==> src/shared/status_flags_pkg.sv <==
package status_flags_pkg;

    // Bit positions inside the channel status word
    localparam int unsigned BIT_DONE = 0;
    localparam int unsigned BIT_PASSED = 1;
    localparam int unsigned BIT_PV_TOGGLE = 2;
    localparam int unsigned BIT_FORCED_OUT = 3;
    localparam int unsigned BIT_HH_CHANGED = 4;
    localparam int unsigned BIT_SV_TOGGLE = 5;
    localparam int unsigned BIT_DB_TOGGLE = 6;
    localparam int unsigned BIT_SPARE_LO = 7;
    localparam int unsigned BIT_COLD_JUNC = 8;
    localparam int unsigned BIT_OPEN_TC = 9;
    localparam int unsigned BIT_FILTER_50 = 10;
    localparam int unsigned BIT_MISMATCH = 11;
    localparam int unsigned BIT_SPARE_HI = 12;
    localparam int unsigned BIT_BAD_PV = 13;
    localparam int unsigned BIT_UNDER = 14;
    localparam int unsigned BIT_OVER = 15;

    // Status word after reset: no command pending, so the done bit reads 1
    localparam logic [15:0] STATUS_RESET = 16'h0001;

    // Channel command codes written by the host
    localparam logic [3:0] FUNC_IMAGING = 4'h0;
    localparam logic [3:0] FUNC_DOWNLOAD = 4'h1;
    localparam logic [3:0] FUNC_UPLOAD = 4'h2;

    // Primary value refresh timeout, and its length in clock cycles
    localparam int unsigned CLK_HZ = 25_000_000;
    localparam int unsigned PV_TIMEOUT_MS = 1000;
    localparam int unsigned PV_TIMEOUT_CYC = (CLK_HZ / 1000) * PV_TIMEOUT_MS;

    // Default block identifier of this channel
    localparam logic [5:0] CHANNEL_ID_DEFAULT = 6'h01;

    // Channel command sequencer
    typedef enum logic {
        ST_IMAGING,
        ST_BUSY
    } cmd_state_t;

endpackage

==> src/hdl/channel_status_flags.sv <==
// Behaviour
// - Bit 0 low while command runs
// - Bit 1 gives command pass or fail
// - Finished command returns to imaging, sets done
// - Download with unchanged database never passes
// - Bit 2 toggles on each new primary value
// - Bit 3 shows forced output mode
// - Bit 4 flags handheld change, feeds mismatch
// - Bit 5 toggles on each new secondary value
// - Bit 6 toggles on complete database only
// - Bit 8 shows cold junction reference choice
// - Bit 9 shows open thermocouple detection enabled
// - Bit 10 shows 50 Hz filter setting
// - Bit 11 follows any active database mismatch
// - Bit 13 flags suspect primary value
// - Refresh timeout sets bad value
// - Lost termination or power sets bad value
// - Handheld or partner write sets bad value
// - Database mismatch sets bad value
// - Bit 14 flags value below range
// - Bit 15 flags value above range
// - Mismatch clears on upload or readback after good download
`timescale 1ns/100ps
`default_nettype none
module channel_status_flags
    import status_flags_pkg::*;
#(
    parameter logic [5:0] CHANNEL_ID = CHANNEL_ID_DEFAULT,
    parameter int unsigned PV_TIMEOUT_CYCLES = PV_TIMEOUT_CYC
) (
    input wire logic clk, // 25 MHz clock
    input wire logic rst, // Asynchronous reset, active high
    input wire logic ce, // Clock enable, freezes all state when low
    input wire logic block_read_transfer, // Host read strobe, one cycle
    input wire logic block_write_transfer, // Host write strobe, one cycle
    input wire logic [5:0] block_id, // Block identifier of the transfer
    input wire logic [3:0] func_code, // Command code carried by a write
    input wire logic cmd_finish, // Instrument engine ends a download
    input wire logic cmd_ok, // Outcome qualifier for cmd_finish
    input wire logic db_changed, // Some database parameter differs
    input wire logic pv_new, // New primary value received, pulse
    input wire logic sv_new, // New secondary value received, pulse
    input wire logic db_complete, // Whole database received, pulse
    input wire logic mismatch_detect, // Comparator found a mismatch, pulse
    input wire logic hh_write_detect, // Handheld changed parameters, pulse
    input wire logic partner_download, // Partner module downloaded, pulse
    input wire logic forced_output, // Instrument in forced output mode
    input wire logic cold_junction_internal, // Internal reference in use
    input wire logic open_tc_enable, // Open thermocouple detection on
    input wire logic filter_50hz, // 50 Hz mains filter selected
    input wire logic pv_under, // Value below 0% of range
    input wire logic pv_over, // Value above 100% of range
    input wire logic field_termination_assembly_present, // Connector pin
    input wire logic field_power_ok, // Field supply pin
    output logic [15:0] status_word, // Word presented to the host
    output logic download_req, // Download to the instrument running
    output logic cmd_busy // Any command running
);

    localparam int unsigned TW = $clog2(PV_TIMEOUT_CYCLES + 1);
    localparam logic [TW-1:0] TMO_LIMIT = TW'(PV_TIMEOUT_CYCLES);

    // Whole state of the channel in one record
    typedef struct packed {
        cmd_state_t mode; // Command sequencer
        logic [3:0] func; // Command being run
        logic done; // Completion flag
        logic passed; // Outcome flag
        logic pv_tog; // Primary value toggle
        logic sv_tog; // Secondary value toggle
        logic db_tog; // Database toggle
        logic hh_seen; // Handheld change seen
        logic mismatch; // Database mismatch active
        logic clr_wait; // Download done, waiting for readback
        logic hh_bad; // Foreign write makes value suspect
        logic tmo; // Refresh timeout reached
        logic [TW-1:0] tmo_cnt; // Cycles since last primary value
        logic [15:0] word; // Presented status word
        logic busy; // Command running, drives cmd_busy
        logic dl_req; // Download running, drives download_req
    } chan_state_t;

    localparam chan_state_t RST_STATE = '{
        mode: ST_IMAGING,
        func: FUNC_IMAGING,
        done: 1'b1,
        word: STATUS_RESET,
        default: '0
    };

    chan_state_t st_r; // Registered state
    chan_state_t st_nxt; // Next state
    logic [1:0] pins; // Filtered connector and power levels
    logic rd_hit; // Read transfer for this channel
    logic wr_hit; // Write transfer for this channel
    logic cmd_go; // A new command is accepted
    logic upload_go; // Host upload accepted
    logic mm_set; // Mismatch cause this cycle
    logic bad_now; // Bad value condition this cycle

    // Connector and power pins come from outside the clock domain
    pin_sync #(
        .W(2)
    ) u_pin_sync (
        .clk(clk),
        .rst(rst),
        .ce(ce),
        .d({field_power_ok, field_termination_assembly_present}),
        .q(pins)
    );

    // Transfer decode by block identifier
    always_comb begin
        rd_hit = block_read_transfer && (block_id == CHANNEL_ID);
        wr_hit = block_write_transfer && (block_id == CHANNEL_ID);
        // Commands are only taken while imaging; later writes are ignored
        cmd_go = wr_hit && (st_r.mode == ST_IMAGING) && (func_code != FUNC_IMAGING);
        upload_go = cmd_go && (func_code == FUNC_UPLOAD);
        mm_set = mismatch_detect || hh_write_detect;
    end

    // Next state of the whole channel
    always_comb begin
        st_nxt = st_r;

        // Command sequencer
        case (st_r.mode)
            ST_IMAGING: begin
                if (cmd_go) begin
                    st_nxt.func = func_code;
                    st_nxt.done = 1'b0;
                    st_nxt.passed = 1'b0;
                    if (func_code == FUNC_UPLOAD) begin
                        // Host copies the database itself; nothing to wait for
                        st_nxt.done = 1'b1;
                        st_nxt.passed = 1'b1;
                        st_nxt.func = FUNC_IMAGING;
                    end else if (func_code == FUNC_DOWNLOAD) begin
                        st_nxt.mode = ST_BUSY;
                    end else begin
                        // Unsupported codes finish at once as failed
                        st_nxt.done = 1'b1;
                        st_nxt.func = FUNC_IMAGING;
                    end
                end
            end
            ST_BUSY: begin
                if (cmd_finish) begin
                    st_nxt.mode = ST_IMAGING;
                    st_nxt.func = FUNC_IMAGING;
                    st_nxt.done = 1'b1;
                    // An unchanged database never reports success
                    st_nxt.passed = cmd_ok && db_changed;
                    st_nxt.clr_wait = cmd_ok && db_changed;
                end
            end
            default: begin
                st_nxt.mode = ST_IMAGING;
            end
        endcase

        // Output flags kept in the state register so the pins carry no decode
        st_nxt.busy = (st_nxt.mode == ST_BUSY);
        st_nxt.dl_req = (st_nxt.mode == ST_BUSY) && (st_nxt.func == FUNC_DOWNLOAD);

        // Toggles; two arrivals between reads cancel, which the host accepts
        if (pv_new) begin
            st_nxt.pv_tog = !st_r.pv_tog;
        end
        if (sv_new) begin
            st_nxt.sv_tog = !st_r.sv_tog;
        end
        if (db_complete) begin
            st_nxt.db_tog = !st_r.db_tog;
        end

        // Mismatch: clears on upload, or on readback after a good download
        if (upload_go) begin
            st_nxt.mismatch = 1'b0;
            st_nxt.clr_wait = 1'b0;
            st_nxt.hh_seen = 1'b0;
        end else if (st_r.clr_wait && db_complete) begin
            st_nxt.mismatch = 1'b0;
            st_nxt.clr_wait = 1'b0;
            st_nxt.hh_seen = 1'b0;
        end
        // A new cause wins over a clear in the same cycle
        if (mm_set) begin
            st_nxt.mismatch = 1'b1;
        end
        if (hh_write_detect) begin
            st_nxt.hh_seen = 1'b1;
        end

        // A foreign write keeps the value suspect until it is refreshed
        if (pv_new) begin
            st_nxt.hh_bad = 1'b0;
        end
        if (hh_write_detect || partner_download) begin
            st_nxt.hh_bad = 1'b1;
        end

        // Refresh timeout counter saturates at the limit
        if (pv_new) begin
            st_nxt.tmo_cnt = '0;
            st_nxt.tmo = 1'b0;
        end else if (st_r.tmo_cnt != TMO_LIMIT) begin
            st_nxt.tmo_cnt = st_r.tmo_cnt + 1'b1;
            st_nxt.tmo = (st_r.tmo_cnt + 1'b1) == TMO_LIMIT;
        end

        // Word is captured at each read transfer of this channel
        if (rd_hit) begin
            st_nxt.word[BIT_DONE] = st_r.done;
            st_nxt.word[BIT_PASSED] = st_r.passed;
            st_nxt.word[BIT_PV_TOGGLE] = st_r.pv_tog;
            st_nxt.word[BIT_FORCED_OUT] = forced_output;
            st_nxt.word[BIT_HH_CHANGED] = st_r.hh_seen;
            st_nxt.word[BIT_SV_TOGGLE] = st_r.sv_tog;
            st_nxt.word[BIT_DB_TOGGLE] = st_r.db_tog;
            st_nxt.word[BIT_SPARE_LO] = 1'b0;
            st_nxt.word[BIT_COLD_JUNC] = cold_junction_internal;
            st_nxt.word[BIT_OPEN_TC] = open_tc_enable;
            st_nxt.word[BIT_FILTER_50] = filter_50hz;
            st_nxt.word[BIT_MISMATCH] = st_r.mismatch;
            st_nxt.word[BIT_SPARE_HI] = 1'b0;
            st_nxt.word[BIT_BAD_PV] = bad_now;
            st_nxt.word[BIT_UNDER] = pv_under;
            st_nxt.word[BIT_OVER] = pv_over;
        end
    end

    // Bad value summary, clears by itself once every cause is gone
    always_comb begin
        bad_now = st_r.tmo
            || !pins[0] || !pins[1]
            || st_r.hh_bad
            || st_r.mismatch;
    end

    // The one state register
    always_ff @(posedge clk or posedge rst) begin
        if (rst) begin
            st_r <= RST_STATE;
        end else if (ce) begin
            st_r <= st_nxt;
        end
    end

    assign status_word = st_r.word;
    assign download_req = st_r.dl_req;
    assign cmd_busy = st_r.busy;
endmodule
`default_nettype wire

==> src/hdl/pin_sync.sv <==
`timescale 1ns/100ps
`default_nettype none
module pin_sync
    import status_flags_pkg::*;
#(
    parameter int unsigned W = 2
) (
    input wire logic clk, // 25 MHz clock
    input wire logic rst, // Asynchronous reset, active high
    input wire logic ce, // Clock enable
    input wire logic [W-1:0] d, // Raw pin levels
    output logic [W-1:0] q // Filtered levels
);

    // Three stages plus the accepted value
    typedef struct packed {
        logic [W-1:0] s1;
        logic [W-1:0] s2;
        logic [W-1:0] s3;
        logic [W-1:0] acc;
    } sync_t;

    sync_t st_r; // Registered state
    sync_t st_nxt; // Next state

    // Shift chain; a change counts only when stages two and three agree,
    // and stage one is read by stage two alone to keep metastability away
    always_comb begin
        st_nxt = st_r;
        st_nxt.s1 = d;
        st_nxt.s2 = st_r.s1;
        st_nxt.s3 = st_r.s2;
        for (int i = 0; i < W; i++) begin
            if (st_r.s2[i] == st_r.s3[i]) begin
                st_nxt.acc[i] = st_r.s3[i];
            end
        end
    end

    // Pins assumed present at reset so a clean start shows no fault
    always_ff @(posedge clk or posedge rst) begin
        if (rst) begin
            st_r <= '{default: '1};
        end else if (ce) begin
            st_r <= st_nxt;
        end
    end

    assign q = st_r.acc;

endmodule
`default_nettype wire

==> config.mk <==
export PLATFORM = sky130hd
export DESIGN_NAME = channel_status_flags
export DESIGN_NICKNAME = d
export VERILOG_FILES = /design/src/shared/status_flags_pkg.sv /design/src/hdl/channel_status_flags.sv /design/src/hdl/pin_sync.sv
export SDC_FILE = /design/constraint.sdc
export NUM_CORES = 1
export LEC_CHECK = 0
export BUFFER_PORTS_ARGS = -buffer_cell sky130_fd_sc_hd__buf_2
export CORE_ASPECT_RATIO = 2
export CORE_MARGIN = 2
export CORE_UTILIZATION = 58
export CTS_CLUSTER_DIAMETER = 80
export CTS_CLUSTER_SIZE = 16
export DETAILED_ROUTE_END_ITERATION = 10
export PLACE_DENSITY = 0.8
export SLEW_MARGIN = 5
export SYNTH_ARGS = -nofsm -noshare
export SYNTH_HDL_FRONTEND = slang
export SYNTH_SLANG_ARGS = --single-unit
==> constraint.sdc <==
create_clock -name clk -period 4.71 [get_ports clk]
set_input_delay 0.7065 -clock clk [delete_from_list [all_inputs] [get_ports clk]]
set_output_delay 0.7065 -clock clk [all_outputs]
set_load 0.005 [all_outputs]
======== Word-level counts from Yosys, hierarchy flattened ========
Cells that the tools add are included.
cells by class
  $add $sub $neg .......................... 1
  equality and inequality tests ........... 10
  multiplexer cells ....................... 18
  bitwise operators ....................... 1
  reductions and logical operators ........ 38
operators with widths
  operator                                       number
  2-to-1 mux 26 bit                              2
  adder 25 x 1 -> 25 bit, second input constant  1
  == test 25 bit, second input constant          1
  inequality test 25 bit, second input constant  1
  AND reduction 2 bit                            10
  2-to-1 mux 7 bit                               2
  one-hot mux 7 bit (2 select lines)             1
  nonzero test 3 bit                             4
  2-to-1 mux 5 bit                               2
  2-to-1 mux 1 bit                               9
  == test 4 x 1 -> 1 bit, second input constant  2
  logical AND 1 bit                              8
  == test 6 x 1 -> 1 bit, second input constant  1
  logical OR 1 bit                               6
  2-to-1 mux 3 bit                               2
  AND reduction 3 bit                            2
  logical NOT 1 bit                              5
  == test 4 x 2 -> 1 bit, second input constant  1
  inequality test 2 bit, second input constant   2
  nonzero test 2 bit                             2
  nonzero test 4 bit                             1
  == test 1 bit                                  2
  NOT 1 bit                                      1
word-level totals
  register bits ........................... 63
  output and inout bits ................... 18
  word-level logic and storage cells ...... 88

======== Logic depth before layout (Yosys ltp) ========
Gate-level depths: netlist (run 1).
  depth after elaboration ................. 8
  gate-level depth with buffers ........... 10

======== Cells and area by module ========
A second synthesis (run 1) with hierarchy kept.
second synthesis, totals
  cells, all modules ...................... 390
  area total of the unflattened synthesis .. 3593.4 um^2
modules (own cells, without submodules)
  module                times used  cells an instance  area each (um^2)  sequential area each (um^2)
  channel_status_flags  1           364                3240.6            1378.8
  pin_sync              1           26                 352.8             210.2

======== Least setup slack after synthesis (run 1) ========
Ideal clock, no wire load.
  path type ............................... input-to-reg
  start ................................... in block_id[5]
  end ..................................... reg st_r (netlist bit status_word[10])
  setup time .............................. 0.125 ns
  data arrival time ....................... 2.004 ns
  path slack .............................. 2.581 ns
  stages .................................. 5
  cells stage by stage .................... nor4_1 and4_1 clkbuf_1 buf_2 mux2_2
on the way
  longest elaborated chain between the ends .. 3
ends and longest elaborated chain
  element                        line                         text
  from (decl)                    channel_status_flags.sv:36   input wire logic [5:0] block_id,
  == test 6 x 1 -> 1 bit         channel_status_flags.sv:114  rd_hit = block_read_transfer && (block_id == CHANNEL_ID);
  logical AND 1 bit              channel_status_flags.sv:114
  AND reduction 2 bit (no line)  n/a
  to (signal assigned)           channel_status_flags.sv:246  st_r <= st_nxt;
  to (decl)                      channel_status_flags.sv:91   chan_state_t st_r;
Every way passes these cells.
A chain may end at the register's enable or synchronous reset.

======== Worst setup path after layout (run 1) ========
  start ................................... reg st_r[18] (netlist name)
  end ..................................... reg st_r[43] (netlist name)
on the way
  longest elaborated chain between the ends .. 4
  elaborated cells between the ends (all ways) .. 7
  classes of those cells .................. add/sub: 1; eq/ne: 2; mux: 2; reduce/logical: 2
ends and longest elaborated chain
  element                 line                         text
  adder 25 x 1 -> 25 bit  channel_status_flags.sv:209  st_nxt.tmo = (st_r.tmo_cnt + 1'b1) == TMO_LIMIT;
  == test 25 bit          channel_status_flags.sv:209
  2-to-1 mux 26 bit       channel_status_flags.sv:207  end else if (st_r.tmo_cnt != TMO_LIMIT) begin
  2-to-1 mux 26 bit       channel_status_flags.sv:204  if (pv_new) begin
Several ways; a longest one is shown, not always the timed one. The select of a mux whose other input is x is not followed.

==> metrics.txt, run 1 <==
status finished clean; Worst-Margin Slew 766 ps; Pleak 1.76 nW; Iteration-0 DRC Markers 174; Hold-fix buffers, CTS 0; met2 WL 4.26 mm; number of synthesized register bits 63; post-synthesis sequential area ratio 43.5%; core area 6060 sq um; met3 WL 346 um; Final Cycle Share 54.2%; Synth Cell Area 3650 sq um; CP Cell Sequence ha_1 > nand3_2 > nor4_2 > nand4_1 > xnor2_1 > nand4_1 > o31ai_2; Tmin final 2550 ps; fin worst setup slack 2160 ps; initial antenna violation count 0; Max VDD drop 0.230 mV; DRT met1 WL 2.84 mm; CTS Buffer Depth 2; Yosys warnings 0; largest net degree at the start of global routing 64; TritonRoute pass-1 iters 4; Die Y 116 um; Ports 50; crit-path max FO 11; Final ANT Viol Nets 0; DRT Wirelength 7.82 mm; CTS tree yes; Initial Util 60.3%; clock root cell clkbuf_16; Slowest-stage cell, CP nor4_2; Slew Limit Headroom 48.9%; skew final 5.98 ps; Top Layer Used met4; Global Route Usage Sum 24.4%; number of global-route vias before repair 2939; clock-pin slew on the worst setup and hold paths 60 ps; Crit. End Element register; post-synth cell types 61; Layout Nets 439; Antenna Diode Count 0; max-slew violations 0; P per Cell Area 380 nW/um^2; Post-DP HPWL 5.56 mm; GP Congestion 0.863; fmax 392 MHz; Setup violations, final 0; detailed-route via count 2950; dominant synthesized flop cell dfrtp_1; Area Overhead vs Synth 9.36%; row cnt 40; ratio of cells with drive above 1 in the final layout 26.9%; Arrival @ worst endpoint 2790 ps; Worst EP required 4950 ps; Worst path most repeated cell nand4_1; H-tree levels 3; delay-heaviest family, CP simple AND/OR/NAND/NOR gates; Worst Setup Start Kind register; Post-synth EDFFs 0; Worst Hold Class register to register; Post-synth ARST share 100%; DRC Markers 0; CTS resizes 0; Buffers on Ports 47; Post-Route Setup TNS 0 ps; Pwr Total 1.52 mW; clock sinks 63; max_cap viols 0; Worst Path Buf+Inv 0; Gate Count Post-Synth 390; Post-CTS Setup Bufs 0; critical path class register to register; unrepaired setup endpoints after global routing false; Synth Area per Inst 9.36 sq um; Via density 5.98; grt total ovfl 0; first-pass GRT wire length 12.8 mm; CTS buffer count 9; Die Span X 60.1 um; Crit path largest cell delay 550 ps; Final Hold Vio Count 0; post-place setup slack 1970 ps; Worst-Skew Late Latency 330 ps; Die Area 6980 sq um; drt wl/cell 15.9 um
## final timing paths
| check | from | to | slack, ps | cells after the start |
|---|---|---|---|---|
| min | st_r[49]$_DFFE_PP0P_ | st_r[49]$_DFFE_PP0P_ | 470 | 1 |
| max reg2reg | st_r[18]$_DFFE_PP0P_ | st_r[43]$_DFFE_PP0P_ | 2160 | 7 |
| max | st_r[18]$_DFFE_PP0P_ | st_r[43]$_DFFE_PP0P_ | 2160 | 7 |
| min in group asynchronous | rst | st_r[51]$_DFFE_PP0P_ | 590 | 3 |
| max in group asynchronous | rst | st_r[33]$_DFFE_PP0P_ | 3610 | 3 |
| min reg2reg | st_r[49]$_DFFE_PP0P_ | st_r[49]$_DFFE_PP0P_ | 470 | 1 |
## Yosys cell counts, types with 2 or more instances
library cell / instances / area [sq um]
nand3_1: 17 / 85.1
nor4b_1: 3 / 26.3
buf_2: 11 / 55.1
or4b_1: 2 / 20.0
buf_4: 20 / 150
nand3_2: 2 / 20.0
nand4b_1: 3 / 26.3
dfrtp_1: 53 / 1330
and2_1: 3 / 18.8
o221ai_1: 2 / 17.5
o22ai_1: 4 / 25.0
a31oi_1: 3 / 18.8
nand2_1: 44 / 165
ha_1: 3 / 37.5
nor3_1: 17 / 85.1
o21ai_1: 17 / 85.1
mux2_2: 20 / 225
inv_1: 16 / 60.1
a211oi_1: 2 / 15.0
a21oi_1: 21 / 105
buf_6: 6 / 67.6
xnor2_1: 5 / 43.8
dfstp_2: 10 / 263
nor2_1: 19 / 71.3
nor2b_1: 3 / 18.8
nand2b_1: 2 / 12.5
and4_1: 3 / 26.3
or2_2: 2 / 12.5
clkbuf_1: 7 / 26.3
nor4_1: 4 / 25.0
and3_1: 6 / 37.5
o31ai_1: 7 / 52.6
nand4_1: 10 / 62.6
o21ai_0: 14 / 70.1
nand3b_1: 3 / 22.5
## cells by family after synthesis
group,after synthesis,share of synthesized area (%)
and+or+nand+nor,154,23.8
AOI/OAI and AO/OA,79,13.3
DFF,63,43.5
buffers and inverters,62,10.1
muxes,22,6.75
xor gates and xnor gates,6,1.44
adders and majority gates,3,1.03
other,1,0.103
## layer usage
metal / vias to the layer above / GRT usage, %
met5: - / 0
met2: 99 / 43.3
li1: 1399 / -
met4: 0 / 18.5
met1: 1419 / 23.8
met3: 33 / 4.21
## worst reg2reg max path, stage by stage (launching register included)
cell	delay (ps)
dfrtp_1	530
ha_1	370
nand3_2	210
nor4_2	550
nand4_1	180
xnor2_1	220
nand4_1	150
o31ai_2	250
## metrics by stage
stage / instances / hold WS, ps / utilization, % / area [sq um]
detailed placement: 477 / 463 / 61.0 / 3690
global route: 493 / 490 / 65.9 / 3990
floorplan: 391 / 440 / - / 3650
global placement: 477 / 455 / 61.0 / 3690
finish: 493 / 467 / 65.9 / 3990
CTS: 493 / 471 / 65.9 / 3990
## report_power, final
group,switching (mW),total (mW),internal [mW]
clock network,0.244,0.654,0.410
registers,0.0781,0.695,0.617
logic,0.0863,0.169,0.0823
## flip-flops by register name (all words and copies together), names as in the netlist
| signal | cells |
|---|---|
| cmd_busy | 1 |
| status_word | 14 |
| download_req | 1 |
| u_pin_sync.st_nxt | 4 |
| u_pin_sync.st_r | 2 |
| u_pin_sync.q | 2 |
| st_r | 39 |
## layout make-up
cell class                 count  area (sq um)
clock buffer                   9           225
clock inverter                 7          72.6
fill                         496          2060
inverter                      16          60.1
multi-input combinational    266          1700
sequential                    63          1590
tap                           84           105
timing repair buffer          48           243
## cell usage in the layout, fill, tap and decap left out, drive strengths merged, types with 5 or more instances in the layout
master | netlist | routed
dfrtp | 53 | 53
buf | 38 | 48
nand2 | 45 | 45
o21ai | 31 | 31
a21oi | 21 | 21
mux2 | 21 | 21
nor2 | 20 | 20
nand3 | 19 | 19
nor3 | 17 | 17
inv | 16 | 17
nand4 | 12 | 12
dfstp | 10 | 10
clkbuf | 8 | 9
o31ai | 9 | 9
and3 | 6 | 6
nor4 | 6 | 6
xnor2 | 5 | 5
(Power assumes the default switching activity.)
==> run 2, diff against run 1 <==
==> constraint.sdc (replaced) <==
create_clock -name clk -period 2.4 [get_ports clk]
set_input_delay 0.36 -clock clk [delete_from_list [all_inputs] [get_ports clk]]
set_output_delay 0.36 -clock clk [all_outputs]
set_load 0.005 [all_outputs]
==> metrics.txt, run 2 (synthesized netlist as in run 1, its figures left out) <==
ratio of cells with drive above 1 in the final layout 29.9% (+3.0 points); max reg flops 39 (unchanged); Tmin final 2240 ps (-310 ps); Slew Limit Headroom 65.1% (+16 points); Worst-Margin Slew 519 ps (-247 ps); Worst-Skew Late Latency 330 ps (about the same); most common cell after layout, fill and taps aside dfrtp_1; fmax 446 MHz (+14%); Pleak 1.85 nW (+5.2%); Buffers on Ports 47 (unchanged); max-slew violations 0 (unchanged); Area Overhead vs Synth 13.3%; Crit. End Element register; detailed-route via count 3019 (+2.3%); grt total ovfl 0 (unchanged); Final ANT Viol Nets 0 (unchanged); fin worst setup slack 157 ps (-2000 ps); most frequent cells in the layout dfrtp_1, buf_2, nand2_1; delay-heaviest family, CP simple AND/OR/NAND/NOR gates; Setup violations, final 0 (unchanged); Slowest-stage cell, CP or4_1; Die Span X 60.1 um (unchanged); CTS tree yes; TritonRoute pass-1 iters 4 (unchanged); fillers 458 (-7.7%); Initial Util 60.3% (unchanged); drt wl/cell 16.0 um (+0.63%); largest net degree at the start of global routing 64 (unchanged); unrepaired setup endpoints after global routing false; status finished clean; Global Route Usage Sum 25.6% (+1.2 points); Worst EP required 2630 ps (-2320 ps); post-place setup slack 142 ps (-1830 ps); Worst Setup Start Kind register; Via density 5.93 (-0.88%); number of global-route vias before repair 2988 (+1.7%); Most flops, register st_r; skew final 6.91 ps (+0.935 ps); DRT Wirelength 8.13 mm (+3.9%); Antenna Diode Count 0 (unchanged); core area 6060 sq um (unchanged); DRC Markers 0 (unchanged); CTS Buffer Depth 2 (unchanged); Ports 50 (unchanged); Final Cycle Share 93.5% (+39 points); Post-DP HPWL 6.00 mm (+7.9%); Hold-fix buffers, CTS 0 (unchanged); Die Area 6980 sq um (unchanged); Arrival @ worst endpoint 2480 ps (-310 ps); Worst Hold Class input port to asynchronous set/reset pin; CTS buffer count 9 (unchanged); Die Y 116 um (unchanged); Crit path largest cell delay 540 ps (about the same); Post-Route Setup TNS 0 ps (unchanged); GP Congestion 0.946 (+9.6%); clock-pin slew on the worst setup and hold paths 60 ps (about the same); Post-CTS Setup Bufs 0 (unchanged); row cnt 40 (unchanged); max_cap viols 0 (unchanged); H-tree levels 3 (unchanged); clock root cell clkbuf_16; initial antenna violation count 0 (unchanged); P per Cell Area 711 nW/um^2 (+87%); Layout Nets 455 (+3.6%); clock sinks 63 (unchanged); crit-path max FO 9 (-2); first-pass GRT wire length 13.3 mm (+3.5%); Worst Path Buf+Inv 0 (unchanged); Max VDD drop 0.476 mV (+110%); flop2flop setup slack 160 ps (-2000 ps); Iteration-0 DRC Markers 208 (+20%); Final Hold Vio Count 0 (unchanged); CP Cell Sequence nand4_4 > nor2_2 > nand3_2 > xor2_1 > or4_1 > o31ai_2; critical path class register to register
-- run 2: changes by cell type in the layout (fill, tap and decap cells not counted), sizes merged --
| cell | delta |
|---|---|
| buf | +16 |
| bufinv | -1 |
| clkbuf | +1 |
| clkinv | +1 |
| clkinvlp | -1 |
-- run 2: path summary, 6_finish.rpt --
path / startpoint / to / depth (start not counted)
worst max-delay path: st_r[24]$_DFFE_PP0P_ / st_r[43]$_DFFE_PP0P_ / 6
worst min-delay path: rst / st_r[55]$_DFFE_PP0P_ / 3
worst max register to register: st_r[24]$_DFFE_PP0P_ / st_r[43]$_DFFE_PP0P_ / 6
worst min register to register: st_r[48]$_DFFE_PP0P_ / st_r[48]$_DFFE_PP0P_ / 1
max in group asynchronous: rst / u_pin_sync.st_nxt[3]$_DFFE_PP1P_ / 3
min in group clk: field_power_ok / u_pin_sync.st_nxt[5]$_DFFE_PP1P_ / 2
-- run 2: worst reg2reg max path, stage by stage (launching register included) --
cell     delay (ps)
dfrtp_1         530
nand4_4         200
nor2_2          280
nand3_2         200
xor2_1          190
or4_1           540
o31ai_2         210
-- run 2: timing repair --
action,CTS,global route
gates resized for setup,0,1
endpoints found under the hold margin,0,0
endpoints found under the setup margin,0,1
-- run 2: where the power goes --
part,leakage [nW],switching [mW],internal (mW)
Sequential,0.803,0.121,1.21
Combinational,0.906,0.211,0.195
Clock,0.139,0.473,0.729
-- run 2: final cells by class --
| class | instances | area (sq um) | share of cell area [%] |
|---|---|---|---|
| clock inverters | 6 | 43.8 | 1.06 |
| inverters | 16 | 60.1 | 1.45 |
| well taps | 84 | 105 | 2.54 |
| repair buffers | 64 | 400 | 9.68 |
| flip-flops and latches | 63 | 1590 | 38.4 |
| clock buffers | 10 | 239 | 5.78 |
| multi-input cells | 266 | 1700 | 41.0 |
-- run 2: per-stage QoR --
stage	hold slack (ps)	total power [mW]	area, sq um	util [%]	std cells
5_1_grt	119	3.09	4140	68.3	509
2_1_floorplan	440	1.64	3650	-	391
3_5_place_dp	450	1.76	3850	63.6	493
3_3_place_gp	444	1.73	3850	63.6	493
6_report	82.7	2.94	4140	68.3	509
4_1_cts	89.6	2.98	4140	68.3	509
-- run 2: routing by layer --
| metal | wire length (um) | GRT usage, % |
|---|---|---|
| met3 | 348 | 5.32 |
| met4 | 447 | 19.3 |
| met1 | 2910 | 25.5 |
| met2 | 4420 | 44.4 |
| met5 | 0 | 0 |
